## config.mk

```make
export PLATFORM = sky130hd
export DESIGN_NAME = memctl_error_log_regs
export DESIGN_NICKNAME = d
export VERILOG_FILES = /design/src/rtl/memctl_log_pkg.sv /design/src/rtl/event_flag_if.sv /design/src/rtl/memctl_error_log_regs.sv /design/src/rtl/event_flags.sv
export SDC_FILE = /design/constraint.sdc
export NUM_CORES = 1
export LEC_CHECK = 0
export BUFFER_PORTS_ARGS = -buffer_cell sky130_fd_sc_hd__buf_2
export CAP_MARGIN = 20
export CORE_UTILIZATION = 40
export CTS_BUF_LIST = sky130_fd_sc_hd__clkbuf_4 sky130_fd_sc_hd__clkbuf_8
export DETAILED_ROUTE_END_ITERATION = 12
export PLACE_DENSITY = 0.67
export SLEW_MARGIN = 10
export SYNTH_ARGS = -nofsm -noshare
export SYNTH_HDL_FRONTEND = slang
export SYNTH_SLANG_ARGS = --single-unit
```

## constraint.sdc

```tcl
create_clock -name CLK_SYS -period 2.5 [get_ports CLK_SYS]
set_input_delay 0.5 -clock CLK_SYS [delete_from_list [all_inputs] [get_ports CLK_SYS]]
set_output_delay 0.5 -clock CLK_SYS [all_outputs]
set_load 0.01 [all_outputs]
```

## src/rtl/memctl_log_pkg.sv

```systemverilog
package memctl_log_pkg;
   // Register bus geometry
   localparam int ADDR_W = 8;
   localparam int DATA_W = 64;
   localparam int EVT_N = 4;

   // Register byte offsets, one 64-bit word each
   localparam logic [7:0] OFS_LINK_STATUS = 8'h00;
   localparam logic [7:0] OFS_MC_STATUS = 8'h08;
   localparam logic [7:0] OFS_MC_DETAIL = 8'h10;
   localparam logic [7:0] OFS_LOG_CTRL = 8'h18;
   localparam logic [7:0] OFS_EVT_STATUS = 8'h20;
   localparam logic [7:0] OFS_EVT_MASK = 8'h28;

   // Values after reset
   localparam logic [63:0] RST_REG64 = 64'h0000_0000_0000_0000;
   localparam logic [3:0] RST_EVT = 4'h0;

   // Software-writable bits; the rest read as zero
   localparam logic [63:0] LINK_WMASK = 64'h0000_0000_0000_FFFF;
   localparam logic [63:0] MC_STATUS_WMASK = 64'h0000_001F_FFFF_FFFF;
   localparam logic [63:0] MC_DETAIL_WMASK = 64'hFFFF_FFFF_FFFF_FE00;
   localparam logic [63:0] LOG_CTRL_WMASK = 64'h0000_0000_0000_0002;

   // Field positions
   localparam int EXTRA_LOG_BIT = 1;
   localparam int LINK_MARK_BIT = 11;
   localparam int MC_MARK_BIT = 7;
   localparam int OTHER_LSB = 32;
   localparam int DEV2_LSB = 9;
   localparam int MASK1_LSB = 14;
   localparam int MASK2_LSB = 30;
   localparam int RANK1_LSB = 46;
   localparam int RANK2_LSB = 51;
   localparam int SLOT1_LSB = 56;
   localparam int SLOT2_LSB = 59;
   localparam int VALID1_BIT = 62;
   localparam int VALID2_BIT = 63;

   // Model-specific status codes
   localparam logic [15:0] MS_ADDR_PARITY = 16'h0001;
   localparam logic [15:0] MS_WB_DATA_PARITY = 16'h0002;
   localparam logic [15:0] MS_WR_BE_PARITY = 16'h0004;
   localparam logic [15:0] MS_SCRUB_CORR = 16'h0008;
   localparam logic [15:0] MS_SCRUB_UNCORR = 16'h0010;
   localparam logic [15:0] MS_SPARE_CORR = 16'h0020;
   localparam logic [15:0] MS_SPARE_UNCORR = 16'h0040;
   localparam logic [15:0] MS_NONE = 16'h0000;

   // Event flag positions
   localparam int EVT_LINK = 0;
   localparam int EVT_MC = 1;
   localparam int EVT_FIRST = 2;
   localparam int EVT_SECOND = 3;
endpackage

```

## src/rtl/event_flag_if.sv

```systemverilog
`timescale 1ns/10ps
interface event_flag_if #(parameter int N = 4);
   logic [N-1:0] set_pulse;
   logic [N-1:0] clear_w1;
   logic mask_wr;
   logic [N-1:0] mask_wdata;
   logic [N-1:0] status;
   logic [N-1:0] mask;
   logic irq;

   modport owner (output set_pulse, output clear_w1, output mask_wr, output mask_wdata,
      input status, input mask, input irq);
   modport flags (input set_pulse, input clear_w1, input mask_wr, input mask_wdata,
      output status, output mask, output irq);
endinterface

```

## src/rtl/memctl_error_log_regs.sv

```systemverilog
// The strobed register port and the address map were decided locally.
`timescale 1ns/10ps
module memctl_error_log_regs
   import memctl_log_pkg::*;
(
   input wire logic CLK_SYS,
   input wire logic RESET,
   input wire logic [ADDR_W-1:0] ADDR,
   input wire logic [DATA_W-1:0] WDATA,
   input wire logic WR_EN,
   input wire logic RD_EN,
   output logic [DATA_W-1:0] RDATA,
   output logic IRQ,
   input wire logic LINK_ERR_VALID,
   input wire logic [10:0] LINK_ERR_BUS_CODE,
   input wire logic MC_ERR_VALID,
   input wire logic [2:0] MC_ERR_TXN,
   input wire logic [3:0] MC_ERR_CHANNEL,
   input wire logic [15:0] MC_ERR_MSCOD,
   input wire logic MC_ERR_CORRECTED,
   input wire logic MC_ERR_NORMAL_READ,
   input wire logic [4:0] MC_ERR_DEV_ENC,
   input wire logic [15:0] MC_ERR_DEV_MASK,
   input wire logic [4:0] MC_ERR_DEV_RANK,
   input wire logic [2:0] MC_ERR_DEV_SLOT,
   input wire logic [4:0] MC_ERR_PARITY_INFO
);
   ////////////////////////////////////////////////////////////////////////////
   // Code classification for capture logic; ms_code_legal is shared with the checks
   function automatic logic ms_code_legal(input logic [15:0] c);
      return (c == MS_ADDR_PARITY) || (c == MS_WB_DATA_PARITY) ||
         (c == MS_WR_BE_PARITY) || (c == MS_SCRUB_CORR) ||
         (c == MS_SCRUB_UNCORR) || (c == MS_SPARE_CORR) ||
         (c == MS_SPARE_UNCORR);
   endfunction

   function automatic logic is_wb_parity(input logic [15:0] c);
      return (c == MS_WB_DATA_PARITY) || (c == MS_WR_BE_PARITY);
   endfunction

   ////////////////////////////////////////////////////////////////////////////
   // Storage
   logic [63:0] link_q;
   logic [63:0] link_d;
   logic [63:0] mc_status_q;
   logic [63:0] mc_status_d;
   logic [63:0] misc_q;
   logic [63:0] misc_d;
   logic [63:0] log_ctrl_q;
   logic [63:0] log_ctrl_d;
   logic [DATA_W-1:0] rdata_q;
   logic [DATA_W-1:0] rdata_d;

   event_flag_if #(.N(EVT_N)) evt ();

   ////////////////////////////////////////////////////////////////////////////
   // Address decode
   logic wr_link;
   logic wr_status;
   logic wr_detail;
   logic wr_ctrl;
   logic wr_evt_status;
   logic wr_evt_mask;

   assign wr_link = WR_EN && (ADDR == OFS_LINK_STATUS);
   assign wr_status = WR_EN && (ADDR == OFS_MC_STATUS);
   assign wr_detail = WR_EN && (ADDR == OFS_MC_DETAIL);
   assign wr_ctrl = WR_EN && (ADDR == OFS_LOG_CTRL);
   assign wr_evt_status = WR_EN && (ADDR == OFS_EVT_STATUS);
   assign wr_evt_mask = WR_EN && (ADDR == OFS_EVT_MASK);

   ////////////////////////////////////////////////////////////////////////////
   // Capture qualifiers
   logic extra_on;
   logic [15:0] mscod;
   logic detail_hit;
   logic take_first;
   logic take_second;
   logic parity_fill;

   assign extra_on = log_ctrl_q[EXTRA_LOG_BIT];
   assign mscod = ms_code_legal(MC_ERR_MSCOD) ? MC_ERR_MSCOD : MS_NONE;
   assign detail_hit = MC_ERR_VALID && extra_on && MC_ERR_CORRECTED &&
      MC_ERR_NORMAL_READ;
   assign take_first = detail_hit && !misc_q[VALID1_BIT];
   // Second record is only filled behind a valid first one
   assign take_second = detail_hit && misc_q[VALID1_BIT] && !misc_q[VALID2_BIT];
   assign parity_fill = MC_ERR_VALID && !extra_on && is_wb_parity(mscod);

   ////////////////////////////////////////////////////////////////////////////
   // Link status word; hardware capture beats a software write in the same cycle
   logic [63:0] link_cap;

   assign link_cap = {48'h0000_0000_0000, 4'h0, 1'b1, LINK_ERR_BUS_CODE};
   assign link_d = LINK_ERR_VALID ? link_cap :
      wr_link ? (WDATA & LINK_WMASK) : link_q;

   ////////////////////////////////////////////////////////////////////////////
   // Controller status word
   logic [15:0] mc_arch;
   logic [4:0] other_d;
   logic [63:0] mc_cap;

   assign mc_arch = {8'h00, 1'b1, MC_ERR_TXN, MC_ERR_CHANNEL};
   // Other-info keeps the first device while that record stays valid
   assign other_d = take_first ? MC_ERR_DEV_ENC :
      misc_q[VALID1_BIT] ? mc_status_q[OTHER_LSB +: 5] : 5'h00;
   assign mc_cap = {27'h000_0000, other_d, mscod, mc_arch};
   assign mc_status_d = MC_ERR_VALID ? mc_cap :
      wr_status ? (WDATA & MC_STATUS_WMASK) : mc_status_q;

   ////////////////////////////////////////////////////////////////////////////
   // Detail word fields
   logic [4:0] dev2_d;
   logic [15:0] mask1_d;
   logic [15:0] mask2_d;
   logic [4:0] rank1_d;
   logic [4:0] rank2_d;
   logic [2:0] slot1_d;
   logic [2:0] slot2_d;
   logic valid1_d;
   logic valid2_d;
   logic [63:0] misc_cap;

   // Bits 13:9 are shared: second device with detail on, parity info otherwise
   assign dev2_d = take_second ? MC_ERR_DEV_ENC :
      parity_fill ? MC_ERR_PARITY_INFO : misc_q[DEV2_LSB +: 5];
   assign mask1_d = take_first ? MC_ERR_DEV_MASK : misc_q[MASK1_LSB +: 16];
   assign mask2_d = take_second ? MC_ERR_DEV_MASK : misc_q[MASK2_LSB +: 16];
   assign rank1_d = take_first ? MC_ERR_DEV_RANK : misc_q[RANK1_LSB +: 5];
   assign slot1_d = take_first ? MC_ERR_DEV_SLOT : misc_q[SLOT1_LSB +: 3];
   assign rank2_d = take_second ? MC_ERR_DEV_RANK : misc_q[RANK2_LSB +: 5];
   assign slot2_d = take_second ? MC_ERR_DEV_SLOT : misc_q[SLOT2_LSB +: 3];
   assign valid1_d = take_first | misc_q[VALID1_BIT];
   assign valid2_d = take_second | misc_q[VALID2_BIT];
   assign misc_cap = {valid2_d, valid1_d, slot2_d, slot1_d, rank2_d, rank1_d,
      mask2_d, mask1_d, dev2_d, 9'h000};
   // Software may clear the records by writing zero; capture still wins
   assign misc_d = MC_ERR_VALID ? misc_cap :
      wr_detail ? (WDATA & MC_DETAIL_WMASK) : misc_q;

   assign log_ctrl_d = wr_ctrl ? (WDATA & LOG_CTRL_WMASK) : log_ctrl_q;

   ////////////////////////////////////////////////////////////////////////////
   // Event flags and interrupt
   assign evt.set_pulse = {take_second, take_first, MC_ERR_VALID, LINK_ERR_VALID};
   assign evt.clear_w1 = wr_evt_status ? WDATA[EVT_N-1:0] : RST_EVT;
   assign evt.mask_wr = wr_evt_mask;
   assign evt.mask_wdata = WDATA[EVT_N-1:0];

   event_flags #(.N(EVT_N)) u_flags (
      .clk(CLK_SYS),
      .rst(RESET),
      .f(evt)
   );

   ////////////////////////////////////////////////////////////////////////////
   // Read mux; unmapped addresses read zero, data valid the cycle after RD_EN
   logic [63:0] rd_mux;

   assign rd_mux = (ADDR == OFS_LINK_STATUS) ? link_q :
      (ADDR == OFS_MC_STATUS) ? mc_status_q :
      (ADDR == OFS_MC_DETAIL) ? misc_q :
      (ADDR == OFS_LOG_CTRL) ? log_ctrl_q :
      (ADDR == OFS_EVT_STATUS) ? {60'h0, evt.status} :
      (ADDR == OFS_EVT_MASK) ? {60'h0, evt.mask} : RST_REG64;
   assign rdata_d = RD_EN ? rd_mux : RST_REG64;

   ////////////////////////////////////////////////////////////////////////////
   // Register update
   always_ff @(posedge CLK_SYS) begin
      if (RESET) begin
         link_q <= RST_REG64;
         mc_status_q <= RST_REG64;
         misc_q <= RST_REG64;
         log_ctrl_q <= RST_REG64;
         rdata_q <= RST_REG64;
      end else begin
         link_q <= link_d;
         mc_status_q <= mc_status_d;
         misc_q <= misc_d;
         log_ctrl_q <= log_ctrl_d;
         rdata_q <= rdata_d;
      end
   end

   assign RDATA = rdata_q;
   assign IRQ = evt.irq;
endmodule

```

## src/rtl/event_flags.sv

```systemverilog
`timescale 1ns/10ps
module event_flags
   import memctl_log_pkg::*;
#(
   parameter int N = 4
) (
   input wire logic clk,
   input wire logic rst,
   event_flag_if.flags f
);
   logic [N-1:0] status_q;
   logic [N-1:0] status_d;
   logic [N-1:0] mask_q;
   logic [N-1:0] mask_d;
   logic irq_q;

   if (N < 1 || N > DATA_W) begin : g_bad_n
      $error("event_flags: N must lie between 1 and the data width");
   end

   ////////////////////////////////////////////////////////////////////////////
   // Sticky bits: an event in the clearing cycle must survive, so set wins
   for (genvar i = 0; i < N; i++) begin : g_bit
      assign status_d[i] = f.set_pulse[i] | (status_q[i] & ~f.clear_w1[i]);
   end
   assign mask_d = f.mask_wr ? f.mask_wdata : mask_q;

   // Interrupt follows next-state values so it lines up with the status word
   always_ff @(posedge clk) begin
      if (rst) begin
         status_q <= N'(RST_EVT);
         mask_q <= N'(RST_EVT);
         irq_q <= 1'b0;
      end else begin
         status_q <= status_d;
         mask_q <= mask_d;
         irq_q <= |(status_d & mask_d);
      end
   end

   assign f.status = status_q;
   assign f.mask = mask_q;
   assign f.irq = irq_q;
endmodule

```

==> results of run 1 <==
[Yosys cell counts (all sizes together), types with 6 or more instances]
master	number	area, sq um
dfxtp	182	3640
nor2	109	417
mux2i	73	731
nand2	61	229
a211oi	51	383
a21oi	39	199
clkbuf	32	121
and2	30	188
buf	27	160
a22o	24	210
mux2	19	214
a222oi	12	120
a22oi	12	90.1
nand3	12	77.6
a311oi	7	61.3
nand4	7	43.8
nand2b	6	37.5
nor2b	6	37.5
nor3	6	30.0
[layout by cell type (no fill, tap or decap), types with 6 or more instances in the layout]
cell type                  count
sky130_fd_sc_hd__buf_2       210
sky130_fd_sc_hd__dfxtp_1     182
sky130_fd_sc_hd__nor2_1      108
sky130_fd_sc_hd__mux2i_1      73
sky130_fd_sc_hd__nand2_1      61
sky130_fd_sc_hd__a211oi_1     51
sky130_fd_sc_hd__a21oi_1      38
sky130_fd_sc_hd__and2_1       29
sky130_fd_sc_hd__a22o_1       24
sky130_fd_sc_hd__buf_4        22
sky130_fd_sc_hd__mux2_2       19
sky130_fd_sc_hd__clkbuf_8     19
sky130_fd_sc_hd__a22oi_1      12
sky130_fd_sc_hd__a222oi_1     12
sky130_fd_sc_hd__nand3_1      10
sky130_fd_sc_hd__nand4_1       7
sky130_fd_sc_hd__a311oi_1      7
sky130_fd_sc_hd__nor3_1        6
sky130_fd_sc_hd__nand2b_1      6
[registers in the layout (all words and copies together), names as in the netlist]
name and flops:
u_flags.f.irq 1, link_q 16, misc_q 55, log_ctrl_q 1, u_flags.f.mask 4, RDATA 64, mc_status_q 37, u_flags.f.status 4
[cells by family (layout without fill, tap and decap cells)]
logic type      count (synthesis)  in the layout  share of synthesized area (%)
other cells                     0              2                              0
flops                         182            182                           49.9
compound gates                162            162                           16.4
simple gates                  250            250                           16.7
buf+inv                        60            270                           3.90
mux                            92             92                           12.9
xor+xnor                        2              2                          0.240
[final cells by class]
class | instances | area (sq um)
Fill cell | 1676 | 8850
Sequential cell | 182 | 3640
Multi-Input combinational cell | 506 | 3400
Timing Repair Buffer | 237 | 1320
Tap cell | 229 | 287
Clock buffer | 21 | 277
Clock inverter | 11 | 115
Antenna cell | 2 | 5.00
Inverter | 1 | 3.75
[power groups by stage]
| stage | sequential [W] | combinational, W | clock, W |
|---|---|---|---|
| 6_report | 0.00293 | 0.000406 | 0.00198 |
| 4_1_cts | 0.00293 | 0.000408 | 0.00204 |
| 3_5_place_dp | 0.00300 | 0.000406 | 0 |
| 5_1_grt | 0.00294 | 0.000441 | 0.00216 |
| 3_3_place_gp | 0.00300 | 0.000403 | 0 |
| 2_1_floorplan | 0.00300 | 0.000193 | 0 |
[metal layers]
metal	track usage (%)	vias to the layer above	wire [microns]
li1	-	3085	-
met1	28.2	2879	9120
met2	35.4	199	9420
met3	5.63	13	1290
met4	4.88	0	163
met5	0	-	0
[worst min path at each step]
stage                             from                endpoint  slack (ns)  depth (start not counted)
6_report          LINK_ERR_BUS_CODE[0]  link_q[0]$_SDFFE_PP0P_        0.28                          3
5_1_grt           LINK_ERR_BUS_CODE[1]  link_q[1]$_SDFFE_PP0P_        0.26                          3
3_3_place_gp   misc_q[51]$_SDFFE_PP0P_    RDATA[51]$_SDFF_PP0_        0.43                          1
4_1_cts           LINK_ERR_BUS_CODE[0]  link_q[0]$_SDFFE_PP0P_        0.24                          3
2_1_floorplan   link_q[0]$_SDFFE_PP0P_     RDATA[0]$_SDFF_PP0_        0.43                          2
3_5_place_dp   misc_q[57]$_SDFFE_PP0P_    RDATA[57]$_SDFF_PP0_        0.44                          1
[tightest hold or removal path, stage by stage]
cell                      delay, ns
sky130_fd_sc_hd__buf_2         0.08
sky130_fd_sc_hd__mux2i_1       0.05
sky130_fd_sc_hd__nor2_1        0.07
[metrics by stage]
step | cells | area [sq um] | hold WS [ns] | utilization (%)
2_1_floorplan | 748 | 7310 | 0.428 | -
3_3_place_gp | 1155 | 8650 | 0.434 | 48.3
3_5_place_dp | 1155 | 8650 | 0.438 | 48.3
4_1_cts | 1187 | 9040 | 0.245 | 50.5
5_1_grt | 1187 | 9040 | 0.260 | 50.5
6_report | 1189 | 9050 | 0.275 | 50.5
==> metrics.cfg, run 1 <==
[status]
status=complete, no violations

[worst_hold_path]
timing.hold.worst.class=in2reg

[global_route]
grt-ovfl-total=0
grt_pass1_vias=5743
antenna_found_initial=0
pin_count_of_the_biggest_net_entering_global_routing=65
track_usage_pct=21.6
grt_first_pass_wirelength_microns=30700

[worst_setup_path]
rrSetupSlack_ns=0.65
required_ns=2.88
crit_path_depth=6
timing.critical_path.slowest_cell_delay_ns=0.40
critical_path.cell_chain=nand4_1, nor3b_4, a41o_2, buf_12, a21oi_2, mux2i_1
path_max_fanout=49
timing.critical_path.max_delay_family=compound AO/OA/AOI/OAI gates
timing.critical_path.to_type=register
reg2reg_from=log_ctrl_q[1]$_SDFFE_PP0P_
crit_path_end=misc_q[9]$_SDFFE_PP0P_
setup.worst_path.class=reg2reg
startpoint=log_ctrl_q[1]$_SDFFE_PP0P_
timing.reg2reg.worst_path_depth=6
worst_r2r_endpoint=misc_q[9]$_SDFFE_PP0P_
critPathArrivalTime_ns=2.23
worst_setup_path_start_kind=register
crit_path_top_delay_cell=sky130_fd_sc_hd__a21oi_2
path_buf_inv=1

[yosys]
ys_seq_area_share_pct=49.9
synthCells=748
synthesized_area_per_cell_sq_um=9.77
yosysUniqueCellTypes=50
synth_edf_count=0
synthesis.area_sq_um=7310
postSynthNetCount=896
async_flop_share_pct=0
ys_seq_elements=182
synth.yosys.warnings=0
synthFlopType=sky130_fd_sc_hd__dfxtp_1

[final_layout]
nets=1093
final_layout_size_suffix_gt1_share_pct=31.7
area_growth_from_synthesis_to_layout_pct=23.8

[die]
die_area_sq_um=18800
dieWidth_microns=137
core_sq_um=17900
io_pins=213
die-height_microns=137
initial_utilization_pct=40.8
core.rowCount=49

[power]
totalPowerFinal_w=0.00532
sequentialPowerShare_pct=55.1
p_leak_nw=3.85
power_frac_comb_pct=7.6
p_sw_w=0.00133
vdd_ir_drop_max_uv=432
clock_power_share_pct=37.2
internal_power_w=0.00399
switching_share_pct=25.0
powerDensity_nw_per_um2=588

[route]
antenna_left=0
avgViaCountPerCell=5.19
mean_routed_wirelength_per_cell_microns=16.8
total_number_of_vias=6176
remaining_drc_errors=0
drtPass1Iterations=8
drt_iter0_drc=388
drt-total-wl_microns=20000

[timing]
maxSlewHeadroom_pct=59.4
final.setup.worst_slack_ns=0.650
post-route-min-period_ns=1.85
timing.clock.skew_ns=0.00950
final-setup-viol-count=0
fin_setup_tns_ns=0
unrepaired_setup_endpoints_after_global_routing=no
clock.fmax_ghz=0.541
finalHoldViolations=0
worstMarginPinSlew_ns=0.610
final_min_period_over_clock_period_pct=74.0
slew_violations=0

[clock_tree]
cts.sink_count=182
cts-resized-gates=0
cts-hold-fix-buffers=0
clkLatencyLatePin_ns=0.46
total_clock_buffers_created_by_cts=17
cts_htree_levels=4
clockBufferDepth=2
postCtsSetupBuffers=0
cts_tree=built
cts.reportedPaths.clkPinSlew_ns=0.10
clock-root-buffer=sky130_fd_sc_hd__clkbuf_8

[placement]
post-dp-hpwl_microns=13800
io_buffers=212
dpl_worst_slack_ns=0.245
place.gp.congestion=0.832

[run]
cap_violations=0

No activity file was read; power rests on OpenSTA's default activity.
==> run 2, diff against run 1 <==
==> constraint.sdc (replaced) <==
create_clock -name CLK_SYS -period 1.79 [get_ports CLK_SYS]
set_input_delay 0.358 -clock CLK_SYS [delete_from_list [all_inputs] [get_ports CLK_SYS]]
set_output_delay 0.358 -clock CLK_SYS [all_outputs]
set_load 0.01 [all_outputs]
==> metrics.cfg, run 2 (synthesis results as in run 1) <==
[worst_setup_path]
startpoint=log_ctrl_q[1]$_SDFFE_PP0P_
critical_path.cell_chain=nand4_1, nor3b_4, buf_4, buf_4, mux2i_1, a211o_1, mux2i_1
rrSetupSlack_ns=0.09
reg2reg_from=log_ctrl_q[1]$_SDFFE_PP0P_
worst_setup_path_start_kind=register
timing.critical_path.slowest_cell_delay_ns=0.41
path_max_fanout=5
setup.worst_path.class=reg2reg
critPathArrivalTime_ns=2.08
crit_path_end=misc_q[13]$_SDFFE_PP0P_
timing.critical_path.max_delay_family=simple AND/OR/NAND/NOR gates
path_buf_inv=2
crit_path_depth=7
crit_path_top_delay_cell=sky130_fd_sc_hd__dfxtp_1
worst_r2r_endpoint=misc_q[13]$_SDFFE_PP0P_
timing.reg2reg.worst_path_depth=7
timing.critical_path.to_type=register
required_ns=2.17

[clock_tree]
cts-hold-fix-buffers=0
cts_htree_levels=4
postCtsSetupBuffers=0
cts.sink_count=182
clock-root-buffer=sky130_fd_sc_hd__clkbuf_8
clockBufferDepth=2
clkLatencyLatePin_ns=0.46
total_clock_buffers_created_by_cts=17
cts-resized-gates=0
cts_tree=built
cts.reportedPaths.clkPinSlew_ns=0.10

[die]
die-height_microns=137
initial_utilization_pct=40.8
core_sq_um=17900
core.rowCount=49
die_area_sq_um=18800
dieWidth_microns=137
io_pins=213

[placement]
place.gp.congestion=0.838
post-dp-hpwl_microns=14200
dpl_worst_slack_ns=-0.164
placed_instances=1185
io_buffers=212

[final_layout]
nets=1125
layout_commonest_cell=sky130_fd_sc_hd__buf_2
area_growth_from_synthesis_to_layout_pct=27.8
final_cell_mix=210 x sky130_fd_sc_hd__buf_2, 182 x sky130_fd_sc_hd__dfxtp_1, 108 x sky130_fd_sc_hd__nor2_1
instances_no_fill=1220
final_layout_fill_cell_count=1676
largest_register_ffs=64
layout.area.seq_sq_um=3640
final_layout_size_suffix_gt1_share_pct=33.9
multi_input_logic_area_sq_um=3400

[power]
vdd_ir_drop_max_uv=514
powerDensity_nw_per_um2=814
p_leak_nw=4.03
totalPowerFinal_w=0.00760

[timing]
final_min_period_over_clock_period_pct=94.7
slew_violations=0
final-setup-viol-count=0
timing.clock.skew_ns=0.0111
clock.fmax_ghz=0.590
maxSlewHeadroom_pct=59.8
worstMarginPinSlew_ns=0.603
fin_setup_tns_ns=0
final.setup.worst_slack_ns=0.0948
finalHoldViolations=0
timing.hold.ws_ns=0.131
post-route-min-period_ns=1.70

[route]
drt-total-wl_microns=20000
mean_routed_wirelength_per_cell_microns=16.4
remaining_drc_errors=0
drt_iter0_drc=378
antenna_left=0
drtPass1Iterations=5
total_number_of_vias=6336
avgViaCountPerCell=5.19

[global_route]
grt_pass1_vias=5882
pin_count_of_the_biggest_net_entering_global_routing=107
track_usage_pct=21.7
grt_first_pass_wirelength_microns=30900
antenna_found_initial=1
grt-ovfl-total=0

[worst_hold_path]
timing.hold.worst.class=in2reg

[status]
status=complete, no violations

[run]
cap_violations=0

[run 2: changes by cell type in the layout (fill, tap and decap cells not counted), moves of 2 or more]
cell and delta:
sky130_fd_sc_hd__buf_12 +3, sky130_fd_sc_hd__buf_4 +29, sky130_fd_sc_hd__clkbuf_4 -2, sky130_fd_sc_hd__clkinv_4 -3, sky130_fd_sc_hd__inv_6 +2
[run 2: worst min-delay path by stage]
| stage | start | end | cells past startpoint |
|---|---|---|---|
| after floorplan | link_q[0]$_SDFFE_PP0P_ | RDATA[0]$_SDFF_PP0_ | 2 |
| after global placement | misc_q[61]$_SDFFE_PP0P_ | RDATA[61]$_SDFF_PP0_ | 1 |
| after detailed placement | misc_q[53]$_SDFFE_PP0P_ | RDATA[53]$_SDFF_PP0_ | 1 |
| after CTS | LINK_ERR_BUS_CODE[2] | link_q[2]$_SDFFE_PP0P_ | 3 |
| after global routing | LINK_ERR_BUS_CODE[0] | link_q[0]$_SDFFE_PP0P_ | 3 |
| final | LINK_ERR_BUS_CODE[2] | link_q[2]$_SDFFE_PP0P_ | 3 |
[run 2: worst min-delay path, stage by stage]
cell and delay (ns):
sky130_fd_sc_hd__buf_2 0.08, sky130_fd_sc_hd__mux2i_1 0.06, sky130_fd_sc_hd__nor2_1 0.07
[run 2: through the flow]
stage	util, %	cell area [sq um]
final	52.2	9340
after global routing	52.2	9340
after CTS	52.1	9320
after detailed placement	49.8	8910
after global placement	49.8	8910
after floorplan	-	7310
[run 2: power breakdown]
| part | total (W) | switching [W] | internal [W] |
|---|---|---|---|
| Clock | 0.00291 | 0.00159 | 0.00132 |
| Combinational | 0.000597 | 0.000320 | 0.000277 |
| Sequential | 0.00410 | 0.0000167 | 0.00408 |
| Total | 0.00760 | 0.00192 | 0.00568 |
[run 2: per-layer routing]
metal / global-route usage (%) / wire length (microns) / up-vias / part of all wire [%]
li1: - / - / 3146 / -
met1: 28.1 / 9050 / 2938 / 45
met2: 35.0 / 9200 / 226 / 46
met3: 5.70 / 1410 / 26 / 7.0
met4: 6.84 / 367 / 0 / 1.8
met5: 0 / 0 / - / 0
[run 2: cell type report]
| cell class | instances | area share [%] |
|---|---|---|
| sequential | 182 | 39.0 |
| multi-input combinational | 506 | 36.4 |
| timing repair buffer | 269 | 17.1 |
| tap | 229 | 3.07 |
| clock buffer | 18 | 2.65 |
| clock inverter | 14 | 1.71 |
| inverter | 1 | 0.0402 |
| antenna | 1 | 0.0268 |
